## src/design/fddi_tx_cfg.svh

```systemverilog
`ifndef FDDI_TX_CFG_SVH
`define FDDI_TX_CFG_SVH

// ****************************************************************
// framing and counts
// ****************************************************************
`define TX_BYTE_BITS    4'h0a
`define TX_BIT_CNT_MAX  4'h9
`define SM_TARGET_IDLE  4'h7
`define SM_CNT_MAX      4'hf
`define PAR_FLAG_RST    1'b0
`define LINE_LEVEL_RST  1'b0

// ****************************************************************
// 5-bit line codes, data symbols
// ****************************************************************
`define C5_D0 5'h1e
`define C5_D1 5'h09
`define C5_D2 5'h14
`define C5_D3 5'h15
`define C5_D4 5'h0a
`define C5_D5 5'h0b
`define C5_D6 5'h0e
`define C5_D7 5'h0f
`define C5_D8 5'h12
`define C5_D9 5'h13
`define C5_DA 5'h16
`define C5_DB 5'h17
`define C5_DC 5'h1a
`define C5_DD 5'h1b
`define C5_DE 5'h1c
`define C5_DF 5'h1d

// ****************************************************************
// 5-bit line codes, control symbols
// ****************************************************************
`define C5_J  5'h18
`define C5_K  5'h11
`define C5_T  5'h0d
`define C5_R  5'h07
`define C5_S  5'h19
`define C5_I  5'h1f
`define C5_H  5'h04
`define C5_Q  5'h00

`endif

```

## src/design/fddi_tx_pkg.sv

```systemverilog
`default_nettype none

package fddi_tx_pkg;

    // ************************************************************
    // words and symbol pairs
    // ************************************************************
    typedef struct packed {
        logic       parity;
        logic       ctrl;
        logic [3:0] sym_hi;
        logic [3:0] sym_lo;
    } tx_word_t;

    typedef struct packed {
        logic       ctrl;
        logic [3:0] hi;
        logic [3:0] lo;
    } sym_pair_t;

    // ************************************************************
    // enumerations
    // ************************************************************
    // control symbol nibble codes carried when ctrl is set
    typedef enum logic [3:0] {CS_J, CS_K, CS_T, CS_R, CS_S, CS_I, CS_H, CS_Q} ctrl_sym_t;
    typedef enum logic [2:0] {TM_FORWARD, TM_IDLE, TM_MASTER, TM_HALT, TM_QUIET} tx_mode_t;
    typedef enum logic [1:0] {IC_NONE, IC_ONE_SHOT, IC_PERIODIC, IC_CONTINUOUS} inj_mode_t;
    typedef enum logic [1:0] {RF_REPEAT, RF_HALT, RF_IDLE, RF_END} rf_state_t;
    typedef enum logic [1:0] {SM_FRAME, SM_PREAMBLE, SM_EXTEND} sm_state_t;

endpackage

`default_nettype wire

```

## src/design/fddi_phy_transmit_path.sv

```systemverilog
`include "fddi_tx_cfg.svh"
`default_nettype none

module fddi_phy_transmit_path #(
    parameter int FIFO_DEPTH = 2,
    parameter int CNT_W      = 8
) (
    input  wire logic                 clk,
    input  wire logic                 nrst,
    input  wire fddi_tx_pkg::tx_word_t in_word,
    input  wire logic                 in_valid,
    output logic                      in_ready,
    input  wire logic [2:0]           transmit_mode_field,
    input  wire logic [1:0]           injection_control_field,
    input  wire logic                 tx_parity_check_enable,
    input  wire logic                 plain_nrz_select,
    input  wire logic [4:0]           injection_symbol_a,
    input  wire logic [4:0]           injection_symbol_b,
    input  wire logic [CNT_W-1:0]     injection_threshold,
    input  wire logic                 internal_loopback,
    input  wire logic                 external_loopback,
    input  wire logic                 parity_error_clear,
    output logic                      tx_parity_error_flag,
    output logic                      pmd_tx_data,
    output logic                      loop_rx_data,
    output logic                      clock_recovery_data
);
    import fddi_tx_pkg::*;

    localparam int PW = (FIFO_DEPTH > 1) ? $clog2(FIFO_DEPTH) : 1;

    // ************************************************************
    // two-entry buffer ahead of the byte slots
    // ************************************************************
    tx_word_t        mem [FIFO_DEPTH];
    logic [PW-1:0]   wr_ptr;
    logic [PW-1:0]   rd_ptr;
    logic [PW:0]     count;
    logic            push;
    logic            pop;
    logic            head_valid;
    tx_word_t        head;

    // ready drops when full, so a stalled slot pushes back on the source
    assign in_ready   = (count != (PW+1)'(FIFO_DEPTH));
    assign head_valid = (count != '0);
    assign push       = in_valid & in_ready;
    assign head       = mem[rd_ptr];

    always_ff @(posedge clk) begin
        if (push) begin
            mem[wr_ptr] <= in_word;
        end
    end

    // pointers wrap at the depth, which need not be a power of two
    always_ff @(posedge clk or negedge nrst) begin
        if (!nrst) begin
            wr_ptr <= '0;
            rd_ptr <= '0;
            count  <= '0;
        end else begin
            if (push) begin
                wr_ptr <= (wr_ptr == PW'(FIFO_DEPTH-1)) ? '0 : wr_ptr + 1'b1;
            end
            if (pop) begin
                rd_ptr <= (rd_ptr == PW'(FIFO_DEPTH-1)) ? '0 : rd_ptr + 1'b1;
            end
            count <= count + (PW+1)'(push) - (PW+1)'(pop);
        end
    end

    // ************************************************************
    // byte slot divider, one slot per ten bit cycles
    // ************************************************************
    logic [3:0] bit_cnt;
    logic       byte_en;

    assign byte_en = (bit_cnt == `TX_BIT_CNT_MAX);

    always_ff @(posedge clk or negedge nrst) begin
        if (!nrst) begin
            bit_cnt <= '0;
        end else begin
            bit_cnt <= byte_en ? '0 : bit_cnt + 1'b1;
        end
    end

    // ************************************************************
    // slot source, parity and symbol classification
    // ************************************************************
    rf_state_t  rf_state;
    rf_state_t  next_rf;
    sm_state_t  sm_state;
    sm_state_t  next_sm;
    logic [3:0] sm_cnt;
    logic       sm_deleted;
    logic       head_jk;
    logic       head_ix;
    logic       extend_now;
    logic       del_now;
    logic       take;
    tx_word_t   src;
    logic       src_perr;
    logic       src_jk;
    logic       src_ix;
    logic       src_t;
    logic       src_bad;
    logic       rs_early;
    logic       rf_viol;

    function automatic logic is_rs(input logic [3:0] s);
        is_rs = (s == CS_R) | (s == CS_S);
    endfunction

    assign head_jk = head.ctrl & (head.sym_hi == CS_J) & (head.sym_lo == CS_K);
    assign head_ix = head.ctrl & (head.sym_hi == CS_I);

    // a short preamble holds the JK back one slot and sends idle instead
    assign extend_now = byte_en & head_valid & head_jk & (sm_state == SM_PREAMBLE)
                      & (sm_cnt < `SM_TARGET_IDLE);
    // one surplus idle pair per long preamble is dropped between slots
    assign del_now    = !byte_en & head_valid & head_ix & (sm_state == SM_PREAMBLE)
                      & (sm_cnt > `SM_TARGET_IDLE) & !sm_deleted;
    assign take       = head_valid & !extend_now;
    assign pop        = (byte_en & take) | del_now;

    // an empty buffer or an extension slot feeds an idle pair
    assign src      = take ? head : tx_word_t'{1'b0, 1'b1, CS_I, CS_I};
    assign src_perr = take & tx_parity_check_enable & ~(^head);
    assign src_jk   = src.ctrl & (src.sym_hi == CS_J) & (src.sym_lo == CS_K);
    assign src_ix   = src.ctrl & (src.sym_hi == CS_I);
    assign src_t    = src.ctrl & ((src.sym_hi == CS_T) | (src.sym_lo == CS_T));
    assign src_bad  = src.ctrl & ((src.sym_hi > CS_Q) | (src.sym_lo > CS_Q));
    // R or S ahead of any T; a T followed by R or S passes
    assign rs_early = src.ctrl & (is_rs(src.sym_hi)
                    | (is_rs(src.sym_lo) & (src.sym_hi != CS_T)));
    assign rf_viol  = src_perr | src_bad;

    // ************************************************************
    // repeat filter
    // ************************************************************
    always_comb begin
        next_rf = rf_state;
        case (rf_state)
            RF_REPEAT: begin
                if (rf_viol | rs_early) begin
                    next_rf = RF_HALT;
                end else if (src_t) begin
                    next_rf = RF_END;
                end
            end
            RF_END: begin
                if (rf_viol) begin
                    next_rf = RF_HALT;
                end
            end
            RF_HALT: begin
                next_rf = RF_IDLE;
            end
            RF_IDLE: begin
                next_rf = RF_IDLE;
            end
            default: begin
                next_rf = RF_IDLE;
            end
        endcase
        if (src_ix) begin
            next_rf = RF_IDLE;
        end
        if (src_jk & !src_perr) begin
            next_rf = RF_REPEAT;
        end
    end

    sym_pair_t rf_out;
    logic      rf_halt_out;

    // first halt pair replaces the violating pair, the second fills the halt slot
    assign rf_halt_out = (next_rf == RF_HALT)
                       | ((rf_state == RF_HALT) & !src_jk & !src_ix);

    always_comb begin
        if (rf_halt_out) begin
            rf_out = '{ctrl: 1'b1, hi: CS_H, lo: CS_H};
        end else if (next_rf == RF_IDLE) begin
            rf_out = '{ctrl: 1'b1, hi: CS_I, lo: CS_I};
        end else begin
            rf_out = '{ctrl: src.ctrl, hi: src.sym_hi, lo: src.sym_lo};
        end
    end

    always_ff @(posedge clk or negedge nrst) begin
        if (!nrst) begin
            rf_state <= RF_IDLE;
        end else if (byte_en) begin
            rf_state <= next_rf;
        end
    end

    // ************************************************************
    // smoother
    // ************************************************************
    logic out_idle;

    assign out_idle = rf_out.ctrl & (rf_out.hi == CS_I);

    always_comb begin
        next_sm = sm_state;
        case (sm_state)
            SM_FRAME: begin
                if (out_idle) begin
                    next_sm = SM_PREAMBLE;
                end
            end
            SM_PREAMBLE: begin
                if (extend_now) begin
                    next_sm = SM_EXTEND;
                end else if (src_jk) begin
                    next_sm = SM_FRAME;
                end
            end
            SM_EXTEND: begin
                next_sm = src_jk ? SM_FRAME : SM_PREAMBLE;
            end
            default: begin
                next_sm = SM_FRAME;
            end
        endcase
    end

    always_ff @(posedge clk or negedge nrst) begin
        if (!nrst) begin
            sm_state   <= SM_FRAME;
            sm_cnt     <= '0;
            sm_deleted <= 1'b0;
        end else begin
            if (del_now) begin
                sm_deleted <= 1'b1;
            end
            if (byte_en) begin
                sm_state <= next_sm;
                if (next_sm == SM_FRAME) begin
                    sm_cnt     <= '0;
                    sm_deleted <= 1'b0;
                end else if (out_idle & (sm_cnt != `SM_CNT_MAX)) begin
                    sm_cnt <= sm_cnt + 1'b1;
                end
            end
        end
    end

    // ************************************************************
    // line state generator
    // ************************************************************
    sym_pair_t lsg_out;

    always_comb begin
        case (transmit_mode_field)
            TM_IDLE:   lsg_out = '{ctrl: 1'b1, hi: CS_I, lo: CS_I};
            TM_MASTER: lsg_out = '{ctrl: 1'b1, hi: CS_H, lo: CS_Q};
            TM_HALT:   lsg_out = '{ctrl: 1'b1, hi: CS_H, lo: CS_H};
            TM_QUIET:  lsg_out = '{ctrl: 1'b1, hi: CS_Q, lo: CS_Q};
            default:   lsg_out = rf_out;
        endcase
    end

    // ************************************************************
    // injection control
    // ************************************************************
    logic [CNT_W-1:0] inj_cnt;
    logic             inj_done;
    logic             inj_data;
    logic             inj_hit;
    logic             inject_now;

    assign inj_data = !lsg_out.ctrl;
    assign inj_hit  = (inj_cnt == injection_threshold);

    always_comb begin
        case (injection_control_field)
            IC_ONE_SHOT:   inject_now = inj_data & inj_hit & !inj_done;
            IC_PERIODIC:   inject_now = inj_data & (inj_cnt >= injection_threshold);
            IC_CONTINUOUS: inject_now = inj_data;
            default:       inject_now = 1'b0;
        endcase
    end

    // the counter restarts at each JK and after each periodic hit
    always_ff @(posedge clk or negedge nrst) begin
        if (!nrst) begin
            inj_cnt  <= '0;
            inj_done <= 1'b0;
        end else if (byte_en) begin
            if (src_jk) begin
                inj_cnt  <= '0;
                inj_done <= 1'b0;
            end else if (inj_data) begin
                if (inject_now & (injection_control_field == IC_PERIODIC)) begin
                    inj_cnt <= '0;
                end else if (inj_cnt != '1) begin
                    inj_cnt <= inj_cnt + 1'b1;
                end
                if (inject_now) begin
                    inj_done <= 1'b1;
                end
            end
        end
    end

    // ************************************************************
    // 4B/5B encoder and output priority
    // ************************************************************
    function automatic logic [4:0] enc5(input logic c, input logic [3:0] s);
        if (c) begin
            case (s)
                CS_J:    enc5 = `C5_J;
                CS_K:    enc5 = `C5_K;
                CS_T:    enc5 = `C5_T;
                CS_R:    enc5 = `C5_R;
                CS_S:    enc5 = `C5_S;
                CS_I:    enc5 = `C5_I;
                CS_H:    enc5 = `C5_H;
                default: enc5 = `C5_Q;
            endcase
        end else begin
            case (s)
                4'h0:    enc5 = `C5_D0;
                4'h1:    enc5 = `C5_D1;
                4'h2:    enc5 = `C5_D2;
                4'h3:    enc5 = `C5_D3;
                4'h4:    enc5 = `C5_D4;
                4'h5:    enc5 = `C5_D5;
                4'h6:    enc5 = `C5_D6;
                4'h7:    enc5 = `C5_D7;
                4'h8:    enc5 = `C5_D8;
                4'h9:    enc5 = `C5_D9;
                4'ha:    enc5 = `C5_DA;
                4'hb:    enc5 = `C5_DB;
                4'hc:    enc5 = `C5_DC;
                4'hd:    enc5 = `C5_DD;
                4'he:    enc5 = `C5_DE;
                default: enc5 = `C5_DF;
            endcase
        end
    endfunction

    logic [9:0] lsg_code;
    logic [9:0] slot_code;

    assign lsg_code  = {enc5(lsg_out.ctrl, lsg_out.hi), enc5(lsg_out.ctrl, lsg_out.lo)};
    assign slot_code = inject_now ? {injection_symbol_a, injection_symbol_b}
                                  : lsg_code;

    // ************************************************************
    // shift register, line coding and routing
    // ************************************************************
    logic [9:0] shreg;
    logic       line_level;
    logic       next_level;

    // loaded once per slot, msb leaves first
    always_ff @(posedge clk or negedge nrst) begin
        if (!nrst) begin
            shreg <= {`C5_I, `C5_I};
        end else begin
            shreg <= byte_en ? slot_code : {shreg[8:0], 1'b0};
        end
    end

    assign next_level = plain_nrz_select ? shreg[9]
                                         : (line_level ^ shreg[9]);

    // all three outputs are registered; idle ports hold low
    always_ff @(posedge clk or negedge nrst) begin
        if (!nrst) begin
            line_level          <= `LINE_LEVEL_RST;
            pmd_tx_data         <= 1'b0;
            loop_rx_data        <= 1'b0;
            clock_recovery_data <= 1'b0;
        end else begin
            line_level          <= next_level;
            loop_rx_data        <= internal_loopback & next_level;
            clock_recovery_data <= !internal_loopback & external_loopback & next_level;
            pmd_tx_data         <= !internal_loopback & !external_loopback & next_level;
        end
    end

    // set wins over a clear in the same cycle
    always_ff @(posedge clk or negedge nrst) begin
        if (!nrst) begin
            tx_parity_error_flag <= `PAR_FLAG_RST;
        end else begin
            tx_parity_error_flag <= (byte_en & src_perr)
                                  | (tx_parity_error_flag & !parity_error_clear);
        end
    end
endmodule

`default_nettype wire

```

## config.mk

```make
export PLATFORM = sky130hd
export DESIGN_NAME = fddi_phy_transmit_path
export DESIGN_NICKNAME = d
export VERILOG_FILES = /design/src/design/fddi_tx_pkg.sv /design/src/design/fddi_phy_transmit_path.sv
export VERILOG_INCLUDE_DIRS = /design/src /design/src/design
export SDC_FILE = /design/constraint.sdc
export NUM_CORES = 1
export LEC_CHECK = 0
export BUFFER_PORTS_ARGS = -buffer_cell sky130_fd_sc_hd__clkbuf_2
export CAP_MARGIN = 15
export CORE_ASPECT_RATIO = 0.5
export CORE_MARGIN = 4
export CORE_UTILIZATION = 40
export CTS_CLUSTER_SIZE = 28
export DETAILED_ROUTE_END_ITERATION = 12
export PLACE_DENSITY_LB_ADDON = 0.3
export SYNTH_ARGS = -nofsm -noshare
export SYNTH_HDL_FRONTEND = slang
export SYNTH_SLANG_ARGS = --single-unit
```

## constraint.sdc

```tcl
create_clock -name clk -period 4.1 [get_ports clk]
set_clock_uncertainty 0.15 [all_clocks]
set_input_delay 0 -clock clk [delete_from_list [all_inputs] [get_ports clk]]
set_output_delay 0 -clock clk [all_outputs]
set_load 0.03 [all_outputs]
```

==> results of run 1 <==
how the worst min path moves through the flow:
stage                                 startpoint                      end  slack (ps)  cells after the start
after floorplan                             nrst     bit_cnt[0]$_DFF_PN0_        -450                      0
after global routing      tx_parity_check_enable  rf_state[1]$_DFFE_PN1N_         110                      4
after CTS                 tx_parity_check_enable  rf_state[1]$_DFFE_PN1N_          20                      4
after detailed placement                    nrst       rd_ptr$_DFFE_PN0P_         -40                      2
final                     tx_parity_check_enable  rf_state[1]$_DFFE_PN1N_          20                      4
after global placement                      nrst       rd_ptr$_DFFE_PN0P_         -50                      2
state kept, by name, summed over array words and instances (netlist names):
signal / flops
sm_cnt: 4
rf_state: 2
line_level: 1
shreg: 10
wr_ptr: 1
rd_ptr: 1
inj_done: 1
tx_parity_error_flag: 1
inj_cnt: 8
mem: 20
pmd_tx_data: 1
loop_rx_data: 1
clock_recovery_data: 1
bit_cnt: 4
sm_state: 2
count: 2
sm_deleted: 1
area by class of cell:
| class | instances | area (sq um) |
|---|---|---|
| fill | 876 | 4149 |
| multi-input combinational | 340 | 2494 |
| sequential | 61 | 1640 |
| timing repair buffer | 125 | 923.4 |
| clock buffer | 13 | 240.2 |
| tap | 135 | 168.9 |
| inverter | 35 | 131.4 |
| clock inverter | 3 | 12.51 |
routing by layer:
metal | part of all wire, % | routed length, um | track usage, %
met3 | 6.3 | 698 | 4.538
met4 | 0.97 | 107 | 4.928
met5 | 0 | 0 | 0
met2 | 45 | 4901 | 29.47
met1 | 48 | 5286 | 26.32
metrics by stage:
stage                     util, %  TNS [ps]
after global placement      49.03         0
after floorplan                 -         0
final                       57.49         0
after detailed placement    49.03    -51.34
after CTS                   55.31         0
after global routing        57.49    -412.3
critical path, delay by kind of cell (launching register included):
family                     cells  cell delay (ps)
xor gates and xnor gates       3              410
DFF                            1              410
and+or+nand+nor                2              620
adders and majority gates      1              250
AOI/OAI and AO/OA              5             1570
muxes                          1              280
buffers and inverters          2              280
cells in the final DEF, fill, tap and decap left out, types with 3 or more instances in the layout:
cell,n
o22ai_1,6
dlygate4sd3_1,28
buf_4,48
inv_2,3
mux2i_2,3
a211oi_1,6
o21ai_1,4
dfstp_2,11
clkbuf_2,45
dfrtp_1,30
inv_1,32
ha_4,4
and3_1,4
nand2_1,38
edfxtp_1,20
nand4_1,6
and2_1,4
ha_1,17
mux2i_4,3
nand2b_1,8
clkbuf_16,9
a22o_1,3
nor3_1,14
a21oi_1,26
a31oi_1,10
nor2b_1,5
xnor2_1,16
xor2_1,3
nand3_1,11
o21ai_0,26
nor2_1,36
clkbuf_1,4
nor3_2,5
o32ai_1,3
or3_1,3
a21o_1,8
mux2_4,3
nor3b_1,4
kinds of logic (layout without fill, tap and decap cells):
| group | after synthesis | count (layout) | share of synthesized area (%) |
|---|---|---|---|
| compound gates | 131 | 131 | 21.85 |
| xor+xnor | 21 | 21 | 4.449 |
| fa+ha+maj | 21 | 21 | 6.356 |
| buf+inv | 49 | 176 | 4.873 |
| flops | 61 | 61 | 39.68 |
| mux | 13 | 13 | 3.753 |
| simple gates | 154 | 154 | 19.04 |
repair_timing:
action | 4_1_cts | 5_1_grt
gates cloned | 0 | 0
hold buffers | 28 | 0
buffers inserted | 8 | 5
setup endpoints to repair | 3 | 20
pin swaps | 11 | 16
gates resized for setup | 9 | 32
hold endpoints to repair | 77 | 0
where the power goes:
part / leakage (nW) / switching [mW] / total, mW / internal, mW
clock network: 0.123 / 0.250 / 0.653 / 0.403
registers: 0.660 / 0.124 / 0.940 / 0.816
logic: 1.64 / 1.57 / 2.99 / 1.42
total: 2.43 / 1.94 / 4.58 / 2.64
==> impl_results.md, run 1 <==
* CTS clk-pin slew, worst paths at about 50 ps
* Placed inst area at ~4800 sq um
* Post-Route WL at about 11000 um
* CTS tree: built
* Hold Path Class: in2reg
* R2R Path End: inj_cnt[5]$_DFFE_PN0P_
* Top post-synthesis cells by area: dfrtp_1, edfxtp_1, dfstp_2
* Io pins at 46
* Clk buf depth at 2
* Initial Util at a little over two fifths
* CP peak stage delay at between 400 and 500 ps
* Worst Setup Start Kind: flip-flop
* Worst slew margin at around two fifths
* Cells after Synth at 450
* WP data required at about 4200 ps
* Status: complete, no violations
* Leading register cell type out of synthesis: dfrtp_1
* Seq/Total Area, Yosys at around two fifths
* Unique masters post-synth at between 70 and 80
* # diodes at 0
* Largest net degree at the start of global routing at 42
* End of the critical path: inj_cnt[5]$_DFFE_PN0P_
* Final Critical Period at ~4000 ps
* Core area at a little under 10000 sq um
* Total power at 4.583 mW
* Placed Cells incl. Taps at between 600 and 700
* Final Worst Setup Slack at between 60 and 70 ps
* Crit Path Class: reg2reg
* Cell taking the most area after synthesis: dfrtp_1
* Chip Height at around 80 um
* Number of core rows at 25
* Cell Area, Synth at ~4100 sq um
* Crit path arrival time at 4150 ps
* Remaining DRCs at 0
* Peak Freq at around 250 MHz
* Setup violators final at 0
* Final cycle utilization of the critical path at between 90 and 100%
* I/O Buffers at 45
* Dpl hpwl at around 7800 um
* Clock root buffer: clkbuf_16
* Die outline area at between 10000 and 15000 sq um
* Antenna Violating Nets Remaining at 0
* Worst hold slack at ~18 ps
* VDD IR max at about 0.00036 V
* Die width at between 150 and 200 um
* R2r setup slk at between 60 and 70 ps
* Vias per std cell at 5.454
* GRT Util Overall at a little under a fifth
* Asr flop ratio synth at between 60% and 70%
* Syn Nets at 512
* DR pass1 iterations at 5
* Critical Path Fanout Max at 6
* Nets@finish at between 600 and 700
* Synth top area share at a little under a fifth
* Worst r2r src: rd_ptr$_DFFE_PN0P_
* Syn_area_per_cell at between 9 and 10 sq um
* Crit-path cells: buf_12, buf_8, mux2i_4, ha_4, xnor2_2, xnor2_1, xnor2_1, a2111o_1, a221o_1, a31o_4, or3_1, a211o_1, or3_1, a21oi_1
* #FFs+latches synth at ~60
* EDFF count, synth at 20
* Share of post-route cells with drive strength above 1 at between 20% and 30%
* TritonCTS Sinks at 61
* Vias in the first global route at 3698
* Clk_lat worst skew at ~330 ps
* CP max-delay cell: a2111o_1
* Reg2reg path depth at 14
* Vias at 3883
* Fin cells at between 700 and 800
* Grt ovf at 0
* PwrDens at about 820 nW/um^2
* CTS Buf Count at 9
* CP startpoint: rd_ptr$_DFFE_PN0P_
* Starting DRT DRC Count at approximately 260
* Unrepaired setup endpoints after global routing: true
* Fin. max-slew vios at 0
* Gpl congestion at 0.9050
* First-pass GRT wire length at approximately 18000 um
* Final instance area at about 5600 sq um
* Top cells by count, synth: nand2_1, nor2_1, inv_1
* Final hold violations at 0
* WL per Instance at approximately 15 um
* Worst-margin pin slew at just under 900 ps
* Crit. End Element: flip-flop
* CTS H-tree depth at 3
* Max cap viols at 0
* P&R area growth vs syn at 35.71%
* Leak pwr at between 2 and 2.5 nW
* Initial antenna violation count at 0
* Pre-CTS WS at -43.72 ps
* Most common cell in the synthesized netlist: nand2_1
* Total number of yosys warnings at 0
(Power assumes the default switching activity.)
==> run 2, diff against run 1 <==
--- a/config.mk
+++ b/config.mk
@@ -8,6 +8,8 @@
 export LEC_CHECK = 0
 export BUFFER_PORTS_ARGS = -buffer_cell sky130_fd_sc_hd__clkbuf_2
 export CAP_MARGIN = 15
+export CELL_PAD_IN_SITES_DETAIL_PLACEMENT = 1
+export CELL_PAD_IN_SITES_GLOBAL_PLACEMENT = 1
 export CORE_ASPECT_RATIO = 0.5
 export CORE_MARGIN = 4
 export CORE_UTILIZATION = 40
==> run 2 against run 1 <==
Net effect:
- the flow now finishes with violations (negative setup slack)
- critical path depth up 3
- utilization up 4.4 points
- first-iteration DRC count down 17%
- setup slack worse by 210 ps
- hold slack better by 16 ps
- power up 25%
- critical endpoint is now shreg[5]$_DFF_PN1_
- largest cell class unchanged
- largest power group unchanged
==> impl_results.md, run 2 (synthesis gave the netlist of run 1 again) <==
* Setup TNS at -735.2 ps
* Crit path arrival time at between 4000 and 5000 ps
* Critical Path Fanout Max at 6
* Worst hold slack at 33.61 ps
* Failing checks: negative setup slack
* Final Critical Period at between 4000 and 5000 ps
* Worst-margin pin slew at roughly 1200 ps
* Total power at ~5.7 mW
* DR pass1 iterations at 5
* Peak Freq at 235.2 MHz
* Unrepaired setup endpoints after global routing: true
* CP peak stage delay at between 400 and 500 ps
* Largest net degree at the start of global routing at 42
* R2R Path End: shreg[5]$_DFF_PN1_
* Final hold violations at 0
* Setup violators final at 10
* P&R area growth vs syn at 46.22%
* Status: finished, violations left
* Hold Path Class: in2reg
* Clk_lat worst skew at around 330 ps
* Die outline area at 12120 sq um
* End of the critical path: shreg[5]$_DFF_PN1_
* Antenna Violating Nets Remaining at 0
* Clk network pwr share at between 10% and 20%
* Io pins at 46
* Initial antenna violation count at 0
* Stages on the worst setup path at 17
* Crit path max-delay family: compound AO/OA/AOI/OAI gates
* Vias at about 4300
* Post-Route WL at about 16000 um
* Largest Register: mem
* Placed Cells incl. Taps at about 660
* R2r setup slk at -150 ps
* Remaining DRCs at 0
* CP startpoint: rd_ptr$_DFFE_PN0P_
* CTS tree: built
* Crit. End Element: flip-flop
* Grt ovf at 0
* Share of post-route cells with drive strength above 1 at a little over a third
* Worst slew margin at a little over a fifth
* Most frequent cells in the layout: buf_4, clkbuf_2, nand2_1, nor2_1, inv_1
* Most common cell after layout, fill and taps aside: buf_4
* CTS Buf Count at 9
* Core area at 9759 sq um
* Initial Util at 42.36%
* Fill cells at 1086
* Nets@finish at between 600 and 700
* Sequential share of power at between 15 and 20%
* Die width at between 150 and 200 um
* # diodes at 0
* Gpl congestion at between 0.8 and 0.9
* Crit Path Class: reg2reg
* Starting DRT DRC Count at 220
* Critical path buffers and inverters at 5
* First-pass GRT wire length at about 22000 um
* VDD IR max at approximately 0.00038 V
* Chip Height at 79.89 um
* Multi-input gate area at around 2700 sq um
* Worst r2r src: rd_ptr$_DFFE_PN0P_
* Crit-path cells: buf_6, mux2_4, inv_4, ha_4, xnor2_4, xnor2_2, xnor2_2, a2111o_1, a221o_1, buf_4, a31oi_4, buf_6, o21ai_4, buf_6, o31ai_2, a21oi_1, a221o_1
* Final Worst Setup Slack at -151.0 ps
* Top Registers: mem x20, shreg x10, inj_cnt x8
* CTS H-tree depth at 3
* Largest register FFs at 20
* Worst Setup Start Kind: flip-flop
* TritonCTS Sinks at 61
* Final cycle utilization of the critical path at 103.7%
* Number of core rows at 25
* PwrDens at ~950 nW/um^2
* Max cap viols at 0
* Leak pwr at about 2.6 nW
* Clock root buffer: clkbuf_16
* Fin cells at about 730
* Clk buf depth at 2
* Fin. max-slew vios at 0
* WP data required at roughly 4200 ps
* WL per Instance at approximately 21 um
* Critical Path Most Common Cell: buf_6
* CTS clk-pin slew, worst paths at roughly 50 ps
* Sw Pwr at between 2 and 3 mW
* CP max-delay cell: dfrtp_2
* GRT Util Overall at 22.94%
* Dpl hpwl at between 9000 and 10000 um
* Comb pwr share at ~69%
* Reg area at ~1600 sq um
* Vias in the first global route at 4309
* Vias per std cell at 5.922
* Pint at ~3.2 mW
* I/O Buffers at 45
* Reg2reg path depth at 17
* Switching Share at 44.10%
[run 2: changes by cell type in the layout (fill, tap and decap cells not counted), sizes merged]
cell	delta
bufinv	+2
clkbuf	-2
buf	+16
[run 2: per-layer routing]
metal / wire [um] / global-route usage (%)
met5: 0 / 0
met4: 541 / 5.735
met1: 6752 / 29.94
met3: 885 / 5.218
met2: 7405 / 38.67
[run 2: worst min-delay path: stages]
cell      delay (ps)
clkbuf_2         100
and2_1           170
o21ai_0          170
a21oi_1           70
[run 2: stage by stage]
step / setup slack (ps) / instance area (sq um) / util [%]
floorplan: 21.13 / 4145 / -
global placement: -44.62 / 4830 / 49.49
detailed placement: -231.1 / 4830 / 49.49
CTS: -1.959 / 5627 / 57.65
global route: -277.8 / 6045 / 61.94
finish: -151.0 / 6045 / 61.94
[run 2: how the worst min path moves through the flow]
stage / start / end / slack (ps) / cells past startpoint
3_5_place_dp: nrst / rd_ptr$_DFFE_PN0P_ / -20 / 2
3_3_place_gp: nrst / rd_ptr$_DFFE_PN0P_ / -40 / 2
6_report: tx_parity_check_enable / rf_state[1]$_DFFE_PN1N_ / 30 / 4
4_1_cts: tx_parity_check_enable / rf_state[1]$_DFFE_PN1N_ / 30 / 4
2_1_floorplan: nrst / bit_cnt[0]$_DFF_PN0_ / -450 / 0
5_1_grt: injection_control_field[0] / inj_cnt[1]$_DFFE_PN0P_ / 90 / 3
[run 2: power groups by stage]
stage	Clock, mW	Combinational [mW]	Sequential [mW]
floorplan	0	1.78	0.919
detailed placement	0	2.73	0.949
CTS	0.836	3.08	0.949
finish	0.825	3.93	0.972
global placement	0	2.63	0.939
global route	0.866	4.17	0.990
[run 2: final cells by class]
type                    count  share of cell area, %
flip-flops and latches     61                  27.16
repair buffers            141                  17.84
well taps                 135                  2.794
clock buffers              11                  4.016
multi-input cells         340                  44.69
inverters                  35                  2.256
clock inverters             5                  1.242
[run 2: timing repair]
action	CTS	global route
pin swaps	11	31
setup endpoints to repair	21	24
hold buffers	28	0
gates resized for setup	25	67
endpoints found under the hold margin	77	0
buffers inserted	8	14
